==> src/rtl/csx_pkg.sv <==
// Purpose: shared constants for the compare/skip/adjust/decrement slice
// Assumes: one core clock, four phases per instruction cycle
// Notes: opcodes are matched on the upper byte of the instruction word, decimal adjust on the whole word
package csx_pkg;
    // ------------------------------------------------------------------
    // opcode patterns (upper byte, masked; decimal adjust is the whole word)
    // ------------------------------------------------------------------
    localparam logic [7:0] OP_CMP_MASK = 8'hfe;
    localparam logic [7:0] OP_CMP_LESS = 8'h60;
    localparam logic [7:0] OP_CMP_EQUAL = 8'h62;
    localparam logic [7:0] OP_CMP_GREATER = 8'h64;
    localparam logic [7:0] OP_DEC_MASK = 8'hfc;
    localparam logic [7:0] OP_DEC_FILE = 8'h04;
    localparam logic [15:0] OP_DECIMAL_ADJUST = 16'h0007;
    // ------------------------------------------------------------------
    // field positions in the instruction word
    // ------------------------------------------------------------------
    localparam int BIT_BANK_MODE = 8;
    localparam int BIT_DEST = 9;
    // ------------------------------------------------------------------
    // addressing and arithmetic constants
    // ------------------------------------------------------------------
    localparam logic [7:0] INDEXED_LIMIT = 8'h5f;
    localparam logic [3:0] BCD_DIGIT_MAX = 4'h9;
    localparam logic [3:0] BCD_CORRECTION = 4'h6;
    localparam logic [3:0] ACCESS_BANK = 4'hf;
    localparam logic [7:0] ACCESS_SPLIT = 8'h80;
    localparam logic [7:0] ACC_RESET = 8'h00;
    localparam logic [4:0] FLAGS_RESET = 5'h00;
    // status flag positions
    localparam int FLAG_C = 0;
    localparam int FLAG_DC = 1;
    localparam int FLAG_Z = 2;
    localparam int FLAG_OV = 3;
    localparam int FLAG_N = 4;
    // ------------------------------------------------------------------
    // phase sequencer (gray order q1-q2-q3-q4)
    // ------------------------------------------------------------------
    typedef enum logic [1:0] {
        PH_Q1 = 2'b00,
        PH_Q2 = 2'b01,
        PH_Q3 = 2'b11,
        PH_Q4 = 2'b10
    } csx_phase_t;
    typedef enum logic [1:0] {
        EX_RUN = 2'b00,
        EX_SKIP1 = 2'b01,
        EX_SKIP2 = 2'b11
    } csx_exec_t;
endpackage : csx_pkg

==> src/rtl/csx_phase.sv <==
// Purpose: four-phase generator for the instruction cycle
// Assumes: synchronous active-high reset
// Notes: q1 follows reset release
module csx_phase (
    // clock and reset
    input wire logic clock,
    input wire logic sys_rst,
    // phase
    output csx_pkg::csx_phase_t phase
);
    csx_pkg::csx_phase_t ph_r;
    csx_pkg::csx_phase_t ph_nxt;

    always_comb
    begin
        case (ph_r)
            csx_pkg::PH_Q1: ph_nxt = csx_pkg::PH_Q2;
            csx_pkg::PH_Q2: ph_nxt = csx_pkg::PH_Q3;
            csx_pkg::PH_Q3: ph_nxt = csx_pkg::PH_Q4;
            default: ph_nxt = csx_pkg::PH_Q1;
        endcase
    end

    always_ff @(posedge clock)
    begin
        if (sys_rst)
            ph_r <= csx_pkg::PH_Q1;
        else
            ph_r <= ph_nxt;
    end

    assign phase = ph_r;
endmodule : csx_phase

==> src/rtl/csx_bcd_adjust.sv <==
// Purpose: packed-bcd correction of the accumulator
// Assumes: purely combinational
// Notes: carry out is the fifth bit of the high-nibble sum
module csx_bcd_adjust (
    // operand and flags in
    input wire logic [7:0] acc,
    input wire logic half_carry,
    input wire logic carry,
    // result
    output logic [7:0] result,
    output logic carry_out
);
    logic [4:0] lo_sum;
    logic [4:0] hi_base;
    logic [4:0] hi_sum;

    always_comb
    begin
        lo_sum = {1'b0, acc[3:0]};
        if ((acc[3:0] > csx_pkg::BCD_DIGIT_MAX) || half_carry)
            lo_sum = {1'b0, acc[3:0]} + {1'b0, csx_pkg::BCD_CORRECTION};
        hi_base = {1'b0, acc[7:4]} + {4'h0, half_carry};
        hi_sum = hi_base;
        if ((hi_base > {1'b0, csx_pkg::BCD_DIGIT_MAX}) || carry)
            hi_sum = hi_base + {1'b0, csx_pkg::BCD_CORRECTION};
        result = {hi_sum[3:0], lo_sum[3:0]};
        carry_out = hi_sum[4];
    end
endmodule : csx_bcd_adjust

==> src/rtl/csx_exec.sv <==
// Purpose: execution slice for compare-skip, decimal adjust, decrement
// Assumes: instruction word and file data valid from q1 of each cycle
// Notes: file data returns combinationally for file_addr/file_bank in q2
// Summary of operation
// - skip next when file equals accumulator
// - decode greater compare from 0110 010a
// - skip when file above accumulator, flags kept
// - decode less compare from 0110 000a
// - skip when file below accumulator, flags kept
// - skipped instruction becomes one no-op cycle
// - skipped two-word instruction costs two no-ops
// - decode q1, read q2, process q3, q4 write only for decrement to file
// - a=0 access bank, a=1 bank pointer
// - extended set, a=0, f<=5fh is indexed
// - low nibble plus six if above nine or half carry set
// - high nibble corrected with half carry, carry
// - decode decrement from 0000 01da
// - decrement result to accumulator or file
// - decrement updates c, dc, n, ov, z
//
// The address-and-strobe port and the address map were left to the implementer.
module csx_exec (
    // clock and reset
    input wire logic clock,
    input wire logic sys_rst,
    // instruction stream
    input wire logic [15:0] instr,
    input wire logic next_two_word,
    input wire logic ext_set_en,
    input wire logic [3:0] bank_pointer,
    // data memory
    input wire logic [7:0] file_rdata,
    output logic [7:0] file_addr,
    output logic [3:0] file_bank,
    output logic file_indexed,
    output logic file_we,
    output logic [7:0] file_wdata,
    // core state
    output logic [7:0] accumulator,
    output logic [4:0] status_flags,
    output logic [1:0] phase_out,
    output logic skip_active,
    output logic cycle_done
);
    // ------------------------------------------------------------------
    // phase generator
    // ------------------------------------------------------------------
    csx_pkg::csx_phase_t phase;

    csx_phase u_phase (
        .clock(clock),
        .sys_rst(sys_rst),
        .phase(phase)
    );

    // ------------------------------------------------------------------
    // decode
    // ------------------------------------------------------------------
    logic is_less;
    logic is_equal;
    logic is_greater;
    logic is_dec;
    logic is_daw;
    logic bank_mode;
    logic dest_file;

    always_comb
    begin
        is_less = (instr[15:8] & csx_pkg::OP_CMP_MASK)
            == csx_pkg::OP_CMP_LESS;
        is_equal = (instr[15:8] & csx_pkg::OP_CMP_MASK)
            == csx_pkg::OP_CMP_EQUAL;
        is_greater = (instr[15:8] & csx_pkg::OP_CMP_MASK)
            == csx_pkg::OP_CMP_GREATER;
        is_dec = (instr[15:8] & csx_pkg::OP_DEC_MASK)
            == csx_pkg::OP_DEC_FILE;
        is_daw = instr == csx_pkg::OP_DECIMAL_ADJUST;
        bank_mode = instr[csx_pkg::BIT_BANK_MODE];
        dest_file = instr[csx_pkg::BIT_DEST];
    end

    // ------------------------------------------------------------------
    // state
    // ------------------------------------------------------------------
    csx_pkg::csx_exec_t ex_r;
    csx_pkg::csx_exec_t ex_nxt;
    logic [7:0] accumulator_r;
    logic [7:0] accumulator_nxt;
    logic [4:0] flags_r;
    logic [4:0] flags_nxt;
    logic [7:0] operand_r;
    logic [7:0] operand_nxt;
    logic skip_pend_r;
    logic skip_pend_nxt;
    logic [7:0] addr_r;
    logic [7:0] addr_nxt;
    logic [3:0] bank_r;
    logic [3:0] bank_nxt;
    logic idx_r;
    logic idx_nxt;
    logic we_r;
    logic we_nxt;
    logic [7:0] wdata_r;
    logic [7:0] wdata_nxt;
    logic done_r;
    logic done_nxt;
    logic [8:0] diff;
    logic [4:0] nib_diff;
    logic [7:0] dec_val;

    // ------------------------------------------------------------------
    // bcd correction
    // ------------------------------------------------------------------
    logic [7:0] daw_result;
    logic daw_carry;

    csx_bcd_adjust u_bcd (
        .acc(accumulator_r),
        .half_carry(flags_r[csx_pkg::FLAG_DC]),
        .carry(flags_r[csx_pkg::FLAG_C]),
        .result(daw_result),
        .carry_out(daw_carry)
    );

    always_comb
    begin
        ex_nxt = ex_r;
        accumulator_nxt = accumulator_r;
        flags_nxt = flags_r;
        operand_nxt = operand_r;
        skip_pend_nxt = skip_pend_r;
        addr_nxt = addr_r;
        bank_nxt = bank_r;
        idx_nxt = idx_r;
        we_nxt = 1'b0;
        wdata_nxt = wdata_r;
        done_nxt = 1'b0;
        diff = {1'b0, operand_r} - {1'b0, accumulator_r};
        nib_diff = {1'b0, operand_r[3:0]} - 5'h01;
        dec_val = operand_r - 8'h01;
        case (phase)
            csx_pkg::PH_Q1:
            begin
                // decode: pick the operand bank
                addr_nxt = instr[7:0];
                idx_nxt = 1'b0;
                if (bank_mode)
                    bank_nxt = bank_pointer;
                else if (instr[7:0] >= csx_pkg::ACCESS_SPLIT)
                    bank_nxt = csx_pkg::ACCESS_BANK;
                else
                begin
                    bank_nxt = 4'h0;
                    idx_nxt = ext_set_en
                        && (instr[7:0] <= csx_pkg::INDEXED_LIMIT);
                end
            end
            csx_pkg::PH_Q2:
            begin
                if (ex_r == csx_pkg::EX_RUN)
                    operand_nxt = file_rdata;
            end
            csx_pkg::PH_Q3:
            begin
                skip_pend_nxt = 1'b0;
                if (ex_r == csx_pkg::EX_RUN)
                begin
                    // compares only raise skip; no data or flag change
                    if ((is_equal && diff == 9'h000)
                        || (is_greater && !diff[8] && diff != 9'h000)
                        || (is_less && diff[8]))
                        skip_pend_nxt = 1'b1;
                    else if (is_daw)
                    begin
                        accumulator_nxt = daw_result;
                        flags_nxt[csx_pkg::FLAG_C] = daw_carry;
                    end
                    else if (is_dec)
                    begin
                        if (dest_file)
                        begin
                            we_nxt = 1'b1;
                            wdata_nxt = dec_val;
                        end
                        else
                            accumulator_nxt = dec_val;
                        flags_nxt[csx_pkg::FLAG_C] = operand_r != 8'h00;
                        flags_nxt[csx_pkg::FLAG_DC] = !nib_diff[4];
                        flags_nxt[csx_pkg::FLAG_Z] = dec_val == 8'h00;
                        flags_nxt[csx_pkg::FLAG_N] = dec_val[7];
                        flags_nxt[csx_pkg::FLAG_OV] = operand_r == 8'h80;
                    end
                end
            end
            default:
            begin
                done_nxt = 1'b1;
                case (ex_r)
                    csx_pkg::EX_RUN:
                        if (skip_pend_r)
                            ex_nxt = csx_pkg::EX_SKIP1;
                    csx_pkg::EX_SKIP1:
                        if (next_two_word)
                            ex_nxt = csx_pkg::EX_SKIP2;
                        else
                            ex_nxt = csx_pkg::EX_RUN;
                    default:
                        ex_nxt = csx_pkg::EX_RUN;
                endcase
            end
        endcase
    end

    always_ff @(posedge clock)
    begin
        if (sys_rst)
        begin
            ex_r <= csx_pkg::EX_RUN;
            accumulator_r <= csx_pkg::ACC_RESET;
            flags_r <= csx_pkg::FLAGS_RESET;
            operand_r <= 8'h00;
            skip_pend_r <= 1'b0;
            addr_r <= 8'h00;
            bank_r <= 4'h0;
            idx_r <= 1'b0;
            we_r <= 1'b0;
            wdata_r <= 8'h00;
            done_r <= 1'b0;
        end
        else
        begin
            ex_r <= ex_nxt;
            accumulator_r <= accumulator_nxt;
            flags_r <= flags_nxt;
            operand_r <= operand_nxt;
            skip_pend_r <= skip_pend_nxt;
            addr_r <= addr_nxt;
            bank_r <= bank_nxt;
            idx_r <= idx_nxt;
            we_r <= we_nxt;
            wdata_r <= wdata_nxt;
            done_r <= done_nxt;
        end
    end

    // ------------------------------------------------------------------
    // outputs
    // ------------------------------------------------------------------
    logic [1:0] phase_r;

    always_ff @(posedge clock)
    begin
        if (sys_rst)
            phase_r <= 2'b00;
        else
            phase_r <= phase;
    end

    assign accumulator = accumulator_r;
    assign status_flags = flags_r;
    assign file_addr = addr_r;
    assign file_bank = bank_r;
    assign file_indexed = idx_r;
    assign file_we = we_r;
    assign file_wdata = wdata_r;
    assign skip_active = ex_r != csx_pkg::EX_RUN;
    assign cycle_done = done_r;
    assign phase_out = phase_r;
endmodule : csx_exec

==> config.mk <==
export PLATFORM = sky130hd
export DESIGN_NAME = csx_exec
export DESIGN_NICKNAME = d
export VERILOG_FILES = /design/src/rtl/csx_pkg.sv /design/src/rtl/csx_phase.sv /design/src/rtl/csx_bcd_adjust.sv /design/src/rtl/csx_exec.sv
export SDC_FILE = /design/constraint.sdc
export NUM_CORES = 1
export LEC_CHECK = 0
export ABC_AREA = 1
export BUFFER_PORTS_ARGS = -buffer_cell sky130_fd_sc_hd__buf_2
export CAP_MARGIN = 20
export CORE_ASPECT_RATIO = 1.2
export CORE_MARGIN = 1.5
export CORE_UTILIZATION = 55
export CTS_BUF_LIST = sky130_fd_sc_hd__clkbuf_16
export DETAILED_ROUTE_END_ITERATION = 16
export GPL_TIMING_DRIVEN = 0
export PLACE_DENSITY = 0.88
export SYNTH_ARGS = -nofsm -noshare
export SYNTH_HDL_FRONTEND = slang
export SYNTH_SLANG_ARGS = --single-unit
==> constraint.sdc <==
create_clock -name clock -period 5.26 [get_ports clock]
set_clock_uncertainty 0.05 [all_clocks]
set_input_delay 0.526 -clock clock [delete_from_list [all_inputs] [get_ports clock]]
set_output_delay 0.526 -clock clock [all_outputs]
set_load 0.05 [all_outputs]
* Word level (Yosys, flattened, before mapping)
Index checks and enable logic that the tools add are counted.
Word-level totals: flip-flop bits (word level) 51, bits of input ports 32
Operators by class: reduce and logical (&&, ||, !) cells 28, mux-type cells 19, equality and inequality tests 12, $lt $le $gt $ge 4, add/sub/neg operators 6, bitwise gates (word level) 6
Operators by type and width (number):
- 2-to-1 mux 8 bit | 3
- == test 7 x 6 -> 1 bit, second input constant | 3
- == test 16 x 3 -> 1 bit, second input constant | 1
- 2-to-1 mux 4 bit | 3
- AND reduction 6 bit | 2
- AND reduction 5 bit | 2
- logical NOT 9 bit | 1
- nonzero test 9 bit | 1
- subtractor 8 x 8 -> 9 bit | 1
- == test 8 bit, second input constant | 1
- greater-or-equal comparator 8 bit, second input constant | 1
- less-or-equal comparator 8 x 7 -> 1 bit, second input constant | 1
- logical NOT 8 bit | 1
- 2-to-1 mux 1 bit | 8
- nonzero test 8 bit | 1
- subtractor 8 x 1 -> 8 bit, second input constant | 1
- == test 6 x 1 -> 1 bit, second input constant | 1
- inverter 1 bit | 6
- one-hot mux 2 bit (3 select lines) | 1
- OR reduction 6 bit | 1
- adder 4 x 1 -> 5 bit | 1
- adder 5 x 3 -> 5 bit, second input constant | 1
- greater-than comparator 5 x 4 -> 1 bit, second input constant | 1
- logical AND 1 bit | 5
- other kinds (17) | 27

* Longest topological paths before layout
Gate-level depths: netlist of run 1.
depth after elaboration 8, mapped depth 16

* By module
Synthesis of run 1 repeated with hierarchy kept, for this count alone.
Unflattened totals: cell total of the unflattened synthesis 450, area, all modules 3060.4 sq um
By module, submodules not included:
- csx_exec | seq. area each 980.9 sq um, cells an instance 389, instances 1, area each 2692.6 sq um
- csx_bcd_adjust | seq. area each 0.0 sq um, cells an instance 56, instances 1, area each 314.1 sq um
- csx_phase | seq. area each 40.0 sq um, cells an instance 5, instances 1, area each 53.8 sq um

* Worst setup path after synthesis of run 1
Ideal clock, no wire load.
kind reg2reg, start register accumulator_r[4] (netlist: accumulator[4]), end register accumulator_r[7] (netlist: accumulator[7]), path buffers 0, slack 2.927 ns, required time 5.140 ns, stages on the path, launching flop included 14, setup time 0.070 ns, data arrival time 2.213 ns, cell sequence dfxtp_1 > ha_1 > ha_1 > xnor2_1 > ha_1 > nand2_1 > nand2_1 > nand3_1 > nand3_2 > nand2_1 > or2_1 > nand3_1 > nand2_1 > a21oi_1
Between the ends: longest elaborated chain between the ends 8, elaborated cells on any way between the ends 18
Ends and longest elaborated chain:
- start, declared | line csx_exec.sv:87 | logic [7:0] accumulator_r;
- start signal, assigned | line csx_exec.sv:219 | accumulator_r <= csx_pkg::ACC_RESET;
- start signal, assigned | line csx_exec.sv:233 | accumulator_r <= accumulator_nxt;
- branches (longest 8 deep; another with subtractor 8 x 8 -> 9 bit)
Parallel ways; which one is timed is not known. A chain may end at the register's enable or synchronous reset.

* Worst setup path in the final report of run 1
start register flags_r[1] (netlist: status_flags[1]), end register accumulator_r[7] (netlist: accumulator[7])
Between the ends: longest elaborated chain between the ends 5, elaborated cells on any way between the ends 6
Ends and longest elaborated chain:
- start, declared | line csx_exec.sv:89 | logic [4:0] flags_r;
- start signal, assigned | line csx_exec.sv:220 | flags_r <= csx_pkg::FLAGS_RESET;
- start signal, assigned | line csx_exec.sv:234 | flags_r <= flags_nxt;
- adder 4 x 1 -> 5 bit * | line csx_bcd_adjust.sv:22 | hi_base = {1'b0, acc[7:4]} + {4'h0, half_carry};
- greater-than comparator 5 x 4 -> 1 bit | line csx_bcd_adjust.sv:24 | if ((hi_base > {1'b0, csx_pkg::BCD_DIGIT_MAX}) || carry)
- logical OR 1 bit | line csx_bcd_adjust.sv:24
- 2-to-1 mux 5 bit * | line csx_bcd_adjust.sv:24
- 2-to-1 mux 8 bit * | line csx_exec.sv:173 | else if (is_daw)
Every way passes the cells marked *; elsewhere a longest branch is shown, timed or not.

==> results of run 1 <==
path summary, 6_finish.rpt:
kind / start / end / slack [ns] / cells after the start
worst max-delay path: status_flags[1]$_SDFFE_PP0P_ / accumulator[7]$_SDFFE_PP0P_ / 2.91 / 13
worst min-delay path: file_wdata[4]$_SDFFE_PP0P_ / file_wdata[4]$_SDFFE_PP0P_ / 0.39 / 2
worst max register to register: status_flags[1]$_SDFFE_PP0P_ / accumulator[7]$_SDFFE_PP0P_ / 2.91 / 13
worst min register to register: file_wdata[4]$_SDFFE_PP0P_ / file_wdata[4]$_SDFFE_PP0P_ / 0.39 / 2
final cells by class:
type                            count  area (µm²)  area share
Timing Repair Buffer               70       350.3     0.09760
Tap cell                           62       77.57     0.02161
Sequential cell                    51        1021      0.2844
Inverter                           67       255.2     0.07111
Buffer                             11       57.56     0.01603
Multi-Input combinational cell    305        1665      0.4639
Clock buffer                        5       125.1     0.03486
Clock inverter                      2       37.54     0.01046
power by group:
group / leakage, nW / internal [W] / switching [W]
combinational: 1.36 / 0.0000691 / 0.000157
sequential: 0.416 / 0.000402 / 0.0000138
clock: 0.0759 / 0.000222 / 0.000143
layer usage:
metal / global-route usage / share of wire / vias to the layer above / wire length (µm)
met3: 0.05918 / 0.060 / 23 / 467
met4: 0.09965 / 0.024 / 0 / 187
met2: 0.5069 / 0.52 / 99 / 4051
met5: 0 / 0 / - / 0
li1: - / - / 1561 / -
met1: 0.2958 / 0.40 / 1416 / 3137
logic make-up after synthesis:
kind of cell / synth area share
simple gates: 0.3041
xor+xnor: 0.02879
fa+ha+maj: 0.06675
buf+inv: 0.1043
flops: 0.3404
compound gates: 0.1556
synth_stat cells, types with 2 or more instances:
cell	number
a21oi_1	29
a21oi_2	5
a31oi_1	2
buf_4	2
clkbuf_1	6
dfxtp_1	51
ha_1	16
inv_1	59
inv_2	6
nand2_1	78
nand2_2	4
nand3_1	26
nand4_1	8
nor2_1	55
nor2_4	2
nor3_1	8
nor3_2	2
nor4_1	2
o211ai_1	2
o21ai_0	34
o21ai_1	10
o21bai_1	3
xnor2_1	2
xor2_1	6
per-stage QoR:
stage | hold slack (ns) | instances
finish | 0.3933 | 573
global route | 0.4041 | 573
CTS | 0.3959 | 573
detailed placement | 0.3857 | 566
global placement | 0.3832 | 566
floorplan | 0.3903 | 434
flip-flops by register name, indices dropped and copies added, names as in the netlist, 2 cells and up:
| signal | flops |
|---|---|
| accumulator | 8 |
| file_addr | 8 |
| file_wdata | 8 |
| operand_r | 8 |
| status_flags | 5 |
| file_bank | 4 |
| ex_r | 2 |
| phase_out | 2 |
| u_phase.phase | 2 |
cells in the final DEF (no fill, tap or decap), types with 2 or more instances in the layout:
cell type / n
nand4_1: 8
nand2_1: 78
o21ai_1: 10
nor2_1: 55
buf_4: 2
clkbuf_1: 6
o21bai_1: 3
a21oi_1: 29
clkbuf_16: 5
inv_1: 59
inv_2: 6
a21oi_2: 5
o21ai_0: 34
xor2_1: 6
nor3_2: 2
nor3_1: 8
buf_2: 71
nor4_1: 2
xnor2_1: 2
o211ai_1: 2
nand2_2: 4
ha_1: 16
nand3_1: 26
dfxtp_1: 51
a31oi_1: 2
nor2_4: 2
worst max-delay path, cell delays in order (launching register included):
cell     delay [ns]
dfxtp_1        0.37
ha_1           0.22
ha_1           0.21
xnor2_1        0.36
ha_1           0.23
nand2_1        0.05
nand2_1        0.05
nand3_1        0.11
nand3_2        0.13
nand2_1        0.08
or2_1          0.21
nand3_1        0.07
nand2_1        0.05
a21oi_1        0.10
==> flow_summary.html, run 1 <==
<table>
<tr><th>Metric</th><th>Value</th></tr>
<tr><th colspan="2">Flow run</th></tr>
<tr><td>Count of maximum capacitance violations</td><td>0</td></tr>
<tr><th colspan="2">Placed design</th></tr>
<tr><td>Routability congestion estimate</td><td>0.9079</td></tr>
<tr><td>Number of port buffers</td><td>70</td></tr>
<tr><td>Worst-case setup slack after placement</td><td>2.943 ns</td></tr>
<tr><td>Standard cell area after detailed placement</td><td>0.003427 mm²</td></tr>
<tr><td>HPWL Detailed</td><td>6087 µm</td></tr>
<tr><th colspan="2">Die</th></tr>
<tr><td>Initial core utilization</td><td>0.5700</td></tr>
<tr><td>Die outline area</td><td>0.005907 mm²</td></tr>
<tr><td>Chip height</td><td>83.89 µm</td></tr>
<tr><td>Floorplan core area</td><td>0.005261 mm²</td></tr>
<tr><td>FP Rows</td><td>29</td></tr>
<tr><td>Top-level port count</td><td>71</td></tr>
<tr><td>Horiz. Die Dim</td><td>70.41 µm</td></tr>
<tr><th colspan="2">CTS</th></tr>
<tr><td>Post-CTS setup buffer count</td><td>0</td></tr>
<tr><td>Clock latency on the worst-skew pair</td><td>0.29 ns</td></tr>
<tr><td>Cts bufs inserted</td><td>5</td></tr>
<tr><td>Number of buffers added to fix hold violations after cts</td><td>0</td></tr>
<tr><td>Sinks on Clock Net</td><td>51</td></tr>
<tr><td>CTS Buffer Depth</td><td>2</td></tr>
<tr><td>Quantity of gates resized following cts</td><td>0</td></tr>
<tr><td>Clock transition at path regs</td><td>0.07 ns</td></tr>
<tr><td>Root Buffer</td><td>clkbuf_16</td></tr>
<tr><td>Number of levels in the clock H-tree</td><td>2</td></tr>
<tr><td>Clock tree from TritonCTS</td><td>built</td></tr>
<tr><th colspan="2">Layout</th></tr>
<tr><td>Nets</td><td>559</td></tr>
<tr><td>Fraction of final layout cells sized beyond drive strength 1</td><td>0.2153</td></tr>
<tr><td>Final standard cell area without fillers</td><td>0.003590 mm²</td></tr>
<tr><td>Diode count</td><td>0</td></tr>
<tr><td>Area overhead of the layout relative to synthesis</td><td>19.69%</td></tr>
<tr><td>Utilization after layout</td><td>0.6823</td></tr>
<tr><td>Count of filler cells inserted in the layout</td><td>450</td></tr>
<tr><th colspan="2">Min path</th></tr>
<tr><td>Class of the most critical hold timing path</td><td>reg2reg</td></tr>
<tr><th colspan="2">Global routing</th></tr>
<tr><td>Pin count of the biggest net entering global routing</td><td>16</td></tr>
<tr><td>Global-route wire length before repair</td><td>12910 µm</td></tr>
<tr><td>Final global-route overflow total</td><td>0</td></tr>
<tr><td>Vias in the first global route</td><td>2991</td></tr>
<tr><td>Antenna violations before repair</td><td>0</td></tr>
<tr><td>GR Util All Layers</td><td>0.2723</td></tr>
<tr><th colspan="2">Timing</th></tr>
<tr><td>Achievable frequency</td><td>425.8 MHz</td></tr>
<tr><td>Fraction of the cycle the final worst path needs</td><td>0.4465</td></tr>
<tr><td>Worst path setup slack after routing</td><td>2.911 ns</td></tr>
<tr><td>Final setup violation count</td><td>0</td></tr>
<tr><td>Final sum of negative setup slack</td><td>0 ns</td></tr>
<tr><td>Hold Vio Cnt, Final</td><td>0</td></tr>
<tr><td>Unrepaired setup endpoints after global routing</td><td>no</td></tr>
<tr><td>Worst slew margin relative to its limit</td><td>0.6095</td></tr>
<tr><td>Slew Viols, Final</td><td>0</td></tr>
<tr><td>Transition at the pin with the smallest max-transition slack</td><td>0.5857 ns</td></tr>
<tr><td>Final critical delay including setup and external delays</td><td>2.349 ns</td></tr>
<tr><th colspan="2">Yosys</th></tr>
<tr><td>Number of different library cells in the post-synthesis netlist</td><td>40</td></tr>
<tr><td>EDFF count, synth</td><td>0</td></tr>
<tr><td>Sequential element share of the synthesized area</td><td>0.3404</td></tr>
<tr><td>Main area contributors after synthesis</td><td>dfxtp_1 (34%), nand2_1 (9.8%), inv_1 (7.4%)</td></tr>
<tr><td>Number of warnings issued by yosys</td><td>0</td></tr>
<tr><td>Net count of the mapped netlist</td><td>482</td></tr>
<tr><td>Most area-hungry cell type in the Yosys netlist</td><td>dfxtp_1</td></tr>
<tr><td>Post-synthesis async set-or-reset flop share</td><td>0</td></tr>
<tr><td>Yosys top cell area share</td><td>0.3404</td></tr>
<tr><td>Cells after synthesis</td><td>434</td></tr>
<tr><td>Number of register bits inferred by synthesis</td><td>51</td></tr>
<tr><td>Per-instance average area after synthesis</td><td>6.910 µm²</td></tr>
<tr><td>Synth Flop Type</td><td>dfxtp_1</td></tr>
<tr><td>Post-Synthesis Cell Area</td><td>0.002999 mm²</td></tr>
<tr><th colspan="2">Detailed routing</th></tr>
<tr><td># DRC</td><td>0</td></tr>
<tr><td>Vias after detailed routing</td><td>3099</td></tr>
<tr><td>Pre-antenna DRT Iters</td><td>6</td></tr>
<tr><td>Routed len/inst</td><td>13.69 µm</td></tr>
<tr><td>Routed wire length</td><td>7845 µm</td></tr>
<tr><td>Initial DRC count</td><td>221</td></tr>
<tr><td>Count of antenna-violating nets left after detailed routing</td><td>0</td></tr>
<tr><td>Number of vias per cell after detailed routing</td><td>5.408</td></tr>
<tr><th colspan="2">Worst setup path</th></tr>
<tr><td>Data required time of the worst path</td><td>5.44 ns</td></tr>
<tr><td>Type of element launching the critical path</td><td>flip-flop</td></tr>
<tr><td>Critical Path AT</td><td>2.53 ns</td></tr>
<tr><td>Crit-path max FO</td><td>5</td></tr>
<tr><td>Kind of critical path</td><td>reg2reg</td></tr>
<tr><td>Crit. End Element</td><td>flip-flop</td></tr>
<tr><th colspan="2">Pwr</th></tr>
<tr><td>Maximum VDD drop</td><td>0.2186 mV</td></tr>
<tr><td>Power density over the cells</td><td>280.4 mW/mm²</td></tr>
<tr><td>Pleak</td><td>1.852 nW</td></tr>
<tr><td>Overall power consumption</td><td>0.001007 W</td></tr>
<tr><th colspan="2">Outcome</th></tr>
<tr><td>Status</td><td>completed</td></tr>
</table>
Power figures use the tool's default switching activity.
==> inputs of run 2 (changes only) <==
- ABC_AREA: 1 -> 0
- CORE_UTILIZATION: 55 -> 53
- PLACE_DENSITY: 0.88 -> 0.87
- clock period: 5.26 -> 2.4 ns (I/O delays scaled with it)
==> run 2 against run 1 <==
Net effect:
- sequential share of layout area is 2.6 points higher
- design area is 8.1% lower
- hold slack worse by 0.26 ns
- synthesized area is 9.8% lower
- wire length is 12% lower
- critical path type is now in2reg
==> flow_summary.html, run 2 <==
<table>
<tr><th>Metric</th><th>Value</th></tr>
<tr><th colspan="2">Layout</th></tr>
<tr><td>Count of filler cells inserted in the layout</td><td>411 (was 450)</td></tr>
<tr><td>Diode count</td><td>0 (unchanged)</td></tr>
<tr><td>Fraction of final layout cells sized beyond drive strength 1</td><td>0.2356 (was 0.2153)</td></tr>
<tr><td>Top library cells by usage in the layout, fill and taps aside</td><td>buf_2 (68), dfxtp_1 (48), nand2_1 (47) (was nand2_1 (78), buf_2 (71), inv_1 (59))</td></tr>
<tr><td>Most common cell after layout, fill and taps aside</td><td>buf_2 (was nand2_1)</td></tr>
<tr><td>Final cell count without fillers</td><td>476 (was 573)</td></tr>
<tr><td>Area occupied by multi-input gates</td><td>0.001583 mm² (was 0.001665 mm²)</td></tr>
<tr><td>Sequential Area</td><td>0.001025 mm² (was 0.001021 mm²)</td></tr>
<tr><td>Area overhead of the layout relative to synthesis</td><td>22.07% (was 19.69%)</td></tr>
<tr><td>Nets</td><td>463 (was 559)</td></tr>
<tr><th colspan="2">CTS</th></tr>
<tr><td>Sinks on Clock Net</td><td>51 (unchanged)</td></tr>
<tr><td>Clock tree from TritonCTS</td><td>built (unchanged)</td></tr>
<tr><td>Clock transition at path regs</td><td>0.07 ns (about the same)</td></tr>
<tr><td>Number of levels in the clock H-tree</td><td>2 (unchanged)</td></tr>
<tr><td>Cts bufs inserted</td><td>5 (unchanged)</td></tr>
<tr><td>Root Buffer</td><td>clkbuf_16 (unchanged)</td></tr>
<tr><td>Clock latency on the worst-skew pair</td><td>0.29 ns (about the same)</td></tr>
<tr><td>CTS Buffer Depth</td><td>2 (unchanged)</td></tr>
<tr><th colspan="2">Detailed routing</th></tr>
<tr><td>Count of antenna-violating nets left after detailed routing</td><td>0 (unchanged)</td></tr>
<tr><td># DRC</td><td>0 (unchanged)</td></tr>
<tr><td>Number of vias per cell after detailed routing</td><td>5.710 (was 5.408)</td></tr>
<tr><td>Routed wire length</td><td>6893 µm (was 7845 µm)</td></tr>
<tr><td>Routed len/inst</td><td>14.48 µm (was 13.69 µm)</td></tr>
<tr><td>Initial DRC count</td><td>120 (was 221)</td></tr>
<tr><td>Vias after detailed routing</td><td>2718 (was 3099)</td></tr>
<tr><td>Pre-antenna DRT Iters</td><td>4 (was 6)</td></tr>
<tr><th colspan="2">Placed design</th></tr>
<tr><td>HPWL Detailed</td><td>5294 µm (was 6087 µm)</td></tr>
<tr><td>Routability congestion estimate</td><td>0.9362 (was 0.9079)</td></tr>
<tr><td>Number of port buffers</td><td>68 (was 70)</td></tr>
<tr><td>Worst-case setup slack after placement</td><td>-0.1687 ns (was 2.943 ns)</td></tr>
<tr><td>Number of cells after detailed placement</td><td>468 (was 566)</td></tr>
<tr><th colspan="2">Worst setup path</th></tr>
<tr><td>Crit-path max FO</td><td>10 (was 5)</td></tr>
<tr><td>Start of the worst register-to-register path</td><td>accumulator[4]$_SDFFE_PP0P_ (was status_flags[1]$_SDFFE_PP0P_)</td></tr>
<tr><td>Critical path cell sequence</td><td>buf_2 -&gt; or4b_4 -&gt; nor4_4 -&gt; a31oi_1 -&gt; nor2_1 -&gt; mux2i_1 -&gt; a21oi_1 (was ha_1 -&gt; ha_1 -&gt; xnor2_1 -&gt; ha_1 -&gt; nand2_1 -&gt; nand2_1 -&gt; nand3_1 -&gt; nand3_2 -&gt; nand2_1 -&gt; or2_1 -&gt; nand3_1 -&gt; nand2_1 -&gt; a21oi_1)</td></tr>
<tr><td>R2R cell count</td><td>9 (was 13)</td></tr>
<tr><td>Critical R2R Capture</td><td>accumulator[6]$_SDFFE_PP0P_ (was accumulator[7]$_SDFFE_PP0P_)</td></tr>
<tr><td>Slowest cell delay on critical path</td><td>0.59 ns (was 0.37 ns)</td></tr>
<tr><td>CP max-delay cell</td><td>nor4_4 (was dfxtp_1)</td></tr>
<tr><td>Kind of critical path</td><td>in2reg (was reg2reg)</td></tr>
<tr><td>Critical Path AT</td><td>2.41 ns (was 2.53 ns)</td></tr>
<tr><td>Crit. End Element</td><td>flip-flop (unchanged)</td></tr>
<tr><td>Type of element launching the critical path</td><td>primary input (was flip-flop)</td></tr>
<tr><td>Data required time of the worst path</td><td>2.51 ns (was 5.44 ns)</td></tr>
<tr><td>Worst reg-to-reg setup slack</td><td>0.18 ns (was 2.91 ns)</td></tr>
<tr><th colspan="2">Die</th></tr>
<tr><td>Floorplan core area</td><td>0.004940 mm² (was 0.005261 mm²)</td></tr>
<tr><td>Chip height</td><td>81.24 µm (was 83.89 µm)</td></tr>
<tr><td>Top-level port count</td><td>71 (unchanged)</td></tr>
<tr><td>FP Rows</td><td>28 (was 29)</td></tr>
<tr><td>Initial core utilization</td><td>0.5474 (was 0.5700)</td></tr>
<tr><td>Die outline area</td><td>0.005541 mm² (was 0.005907 mm²)</td></tr>
<tr><td>Horiz. Die Dim</td><td>68.20 µm (was 70.41 µm)</td></tr>
<tr><th colspan="2">Pwr</th></tr>
<tr><td>Part of the total power dissipated in sequential elements</td><td>0.459 (was 0.413)</td></tr>
<tr><td>Total internal power</td><td>0.001381 W (was 0.0006928 W)</td></tr>
<tr><td>Pleak</td><td>1.433 nW (was 1.852 nW)</td></tr>
<tr><td>Switching power summed over all nets</td><td>0.0005789 W (was 0.0003138 W)</td></tr>
<tr><td>Switch share</td><td>0.2954 (was 0.3118)</td></tr>
<tr><td>Clock network power share</td><td>0.360 (was 0.362)</td></tr>
<tr><td>Maximum VDD drop</td><td>0.4137 mV (was 0.2186 mV)</td></tr>
<tr><td>Combinational cell fraction of total power</td><td>0.181 (was 0.225)</td></tr>
<tr><td>Power density over the cells</td><td>593.7 mW/mm² (was 280.4 mW/mm²)</td></tr>
<tr><th colspan="2">Yosys</th></tr>
<tr><td>EDFF count, synth</td><td>0 (unchanged)</td></tr>
<tr><td>Number of register bits inferred by synthesis</td><td>51 (unchanged)</td></tr>
<tr><td>Yosys top cell area share</td><td>0.3776 (was 0.3404)</td></tr>
<tr><td>Per-instance average area after synthesis</td><td>7.952 µm² (was 6.910 µm²)</td></tr>
<tr><td>Commonest cells in the synthesized netlist</td><td>dfxtp_1 (51), nand2_1 (47), a21oi_1 (44) (was nand2_1 (78), inv_1 (59), nor2_1 (55))</td></tr>
<tr><td>Number of different library cells in the post-synthesis netlist</td><td>46 (was 40)</td></tr>
<tr><td>Post-Synthesis Cell Area</td><td>0.002704 mm² (was 0.002999 mm²)</td></tr>
<tr><td>Dominant cell by count in the synthesized netlist</td><td>dfxtp_1 (was nand2_1)</td></tr>
<tr><td>Main area contributors after synthesis</td><td>dfxtp_1 (38%), a21oi_1 (8.1%), ha_1 (7.4%) (was dfxtp_1 (34%), nand2_1 (9.8%), inv_1 (7.4%))</td></tr>
<tr><td>Synth Flop Type</td><td>dfxtp_1 (unchanged)</td></tr>
<tr><td>Most area-hungry cell type in the Yosys netlist</td><td>dfxtp_1 (unchanged)</td></tr>
<tr><td>Post-synthesis async set-or-reset flop share</td><td>0 (unchanged)</td></tr>
<tr><td>Cells after synthesis</td><td>340 (was 434)</td></tr>
<tr><td>Sequential element share of the synthesized area</td><td>0.3776 (was 0.3404)</td></tr>
<tr><td>Net count of the mapped netlist</td><td>388 (was 482)</td></tr>
<tr><td>Number of warnings issued by yosys</td><td>0 (unchanged)</td></tr>
<tr><th colspan="2">Global routing</th></tr>
<tr><td>Global-route wire length before repair</td><td>11110 µm (was 12910 µm)</td></tr>
<tr><td>Final global-route overflow total</td><td>0 (unchanged)</td></tr>
<tr><td>GR Util All Layers</td><td>0.2637 (was 0.2723)</td></tr>
<tr><td>Antenna violations before repair</td><td>0 (unchanged)</td></tr>
<tr><td>Pin count of the biggest net entering global routing</td><td>17 (was 16)</td></tr>
<tr><td>Vias in the first global route</td><td>2549 (was 2991)</td></tr>
<tr><th colspan="2">Timing</th></tr>
<tr><td>Achievable frequency</td><td>434.4 MHz</td></tr>
<tr><td>Unrepaired setup endpoints after global routing</td><td>no (unchanged)</td></tr>
<tr><td>Fraction of the cycle the final worst path needs</td><td>0.9591</td></tr>
<tr><td>Slew Viols, Final</td><td>0 (unchanged)</td></tr>
<tr><td>Transition at the pin with the smallest max-transition slack</td><td>0.8248 ns (was 0.5857 ns)</td></tr>
<tr><td>Final setup violation count</td><td>0 (unchanged)</td></tr>
<tr><td>Hold Vio Cnt, Final</td><td>0 (unchanged)</td></tr>
<tr><td>Worst slew margin relative to its limit</td><td>0.4490 (was 0.6095)</td></tr>
<tr><td>Worst path setup slack after routing</td><td>0.09811 ns (was 2.911 ns)</td></tr>
<tr><td>Final critical delay including setup and external delays</td><td>2.302 ns</td></tr>
<tr><th colspan="2">Min path</th></tr>
<tr><td>Destination of the worst hold path</td><td>operand_r[7]$_SDFFE_PP0P_ (was file_wdata[4]$_SDFFE_PP0P_)</td></tr>
<tr><td>Number of stages on the worst hold path</td><td>3 (was 2)</td></tr>
<tr><td>Hold path startpoint</td><td>file_rdata[7] (was file_wdata[4]$_SDFFE_PP0P_)</td></tr>
<tr><td>Class of the most critical hold timing path</td><td>in2reg (was reg2reg)</td></tr>
<tr><th colspan="2">Outcome</th></tr>
<tr><td>Status</td><td>completed (unchanged)</td></tr>
<tr><th colspan="2">Flow run</th></tr>
<tr><td>Count of maximum capacitance violations</td><td>0 (unchanged)</td></tr>
</table>
-- run 2: cell types whose count changed in the layout (fill, tap and decap cells not counted), sizes merged, moves of 5 or more --
cell | before | now
inv | 66 | 15
nand2b | 0 | 5
mux2i | 0 | 6
nand3 | 28 | 6
xor2 | 7 | 0
xnor2 | 2 | 10
a211oi | 0 | 11
nand2 | 83 | 48
nor2 | 59 | 43
o21ai | 44 | 15
a21oi | 34 | 44
-- run 2: power by group through the flow --
stage / logic, W / registers, W / clock network [W]
floorplan: 0.000185 / 0.000974 / 0
CTS: 0.000346 / 0.000898 / 0.000716
global route: 0.000386 / 0.000902 / 0.000744
detailed placement: 0.000344 / 0.000917 / 0
global placement: 0.000335 / 0.000915 / 0
finish: 0.000354 / 0.000899 / 0.000706
-- run 2: what timing repair did --
item	in CTS	in global routing
pin swaps	0	0
setup endpoints to repair	7	10
buffers inserted	0	0
hold buffers	0	0
resized for setup	2	8
-- run 2: metal layers --
metal / wire length (µm) / part of all wire / track usage
met1: 2750 / 0.40 / 0.3000
met2: 3521 / 0.51 / 0.4767
met3: 442 / 0.064 / 0.05125
met4: 178 / 0.026 / 0.09800
met5: 0 / 0 / 0
-- run 2: cell type report --
type	instances	area share
inverters	15	0.01706
repair buffers	68	0.1031
well taps	60	0.02274
plain buffers	14	0.02312
clock inverters	3	0.006065
multi-input cells	260	0.4795
flip-flops and latches	51	0.3105
clock buffers	5	0.03791
-- run 2: how the worst max path moves through the flow --
stage                                      startpoint                           to  cells after the start
after CTS                 u_phase.phase[0]$_SDFF_PP0_   file_wdata[6]$_SDFFE_PP0P_                      7
after detailed placement  u_phase.phase[0]$_SDFF_PP0_   file_wdata[6]$_SDFFE_PP0P_                      7
final                                        instr[6]  accumulator[1]$_SDFFE_PP0P_                      7
after floorplan           accumulator[1]$_SDFFE_PP0P_     skip_pend_r$_SDFFE_PP0P_                      9
after global routing      u_phase.phase[1]$_SDFF_PP0_   file_wdata[6]$_SDFFE_PP0P_                      7
after global placement                       instr[6]  accumulator[0]$_SDFFE_PP0P_                      8
-- run 2: logic make-up after synthesis --
group                      after synthesis  synth area share
and+or+nand+nor                        142            0.2550
AOI/OAI and AO/OA                       86            0.1902
DFF                                     51            0.3776
buffers and inverters                   29           0.04859
adders and majority gates               16           0.07404
xor gates and xnor gates                10           0.03239
muxes                                    6           0.02221
-- run 2: worst max-delay path: cells and delay by family --
family                 cells  cell delay, ns
multiplexers               1            0.24
AND/OR/NAND/NOR            3            1.50
buffers and inverters      1            0.12
AO/OA/AOI/OAI              2            0.32
-- run 2: metrics by stage --
stage	hold slack (ns)	util	setup TNS (ns)	power, W	cell area, µm²
finish	0.1369	0.6682	0	0.001960	3301
global route	0.1385	0.6682	0	0.002032	3301
CTS	0.1297	0.6626	0	0.001961	3273
detailed placement	0.3983	0.6317	-1.034	0.001261	3120
global placement	0.3906	0.6317	-0.2884	0.001251	3120
floorplan	0.3260	-	0	0.001159	2705
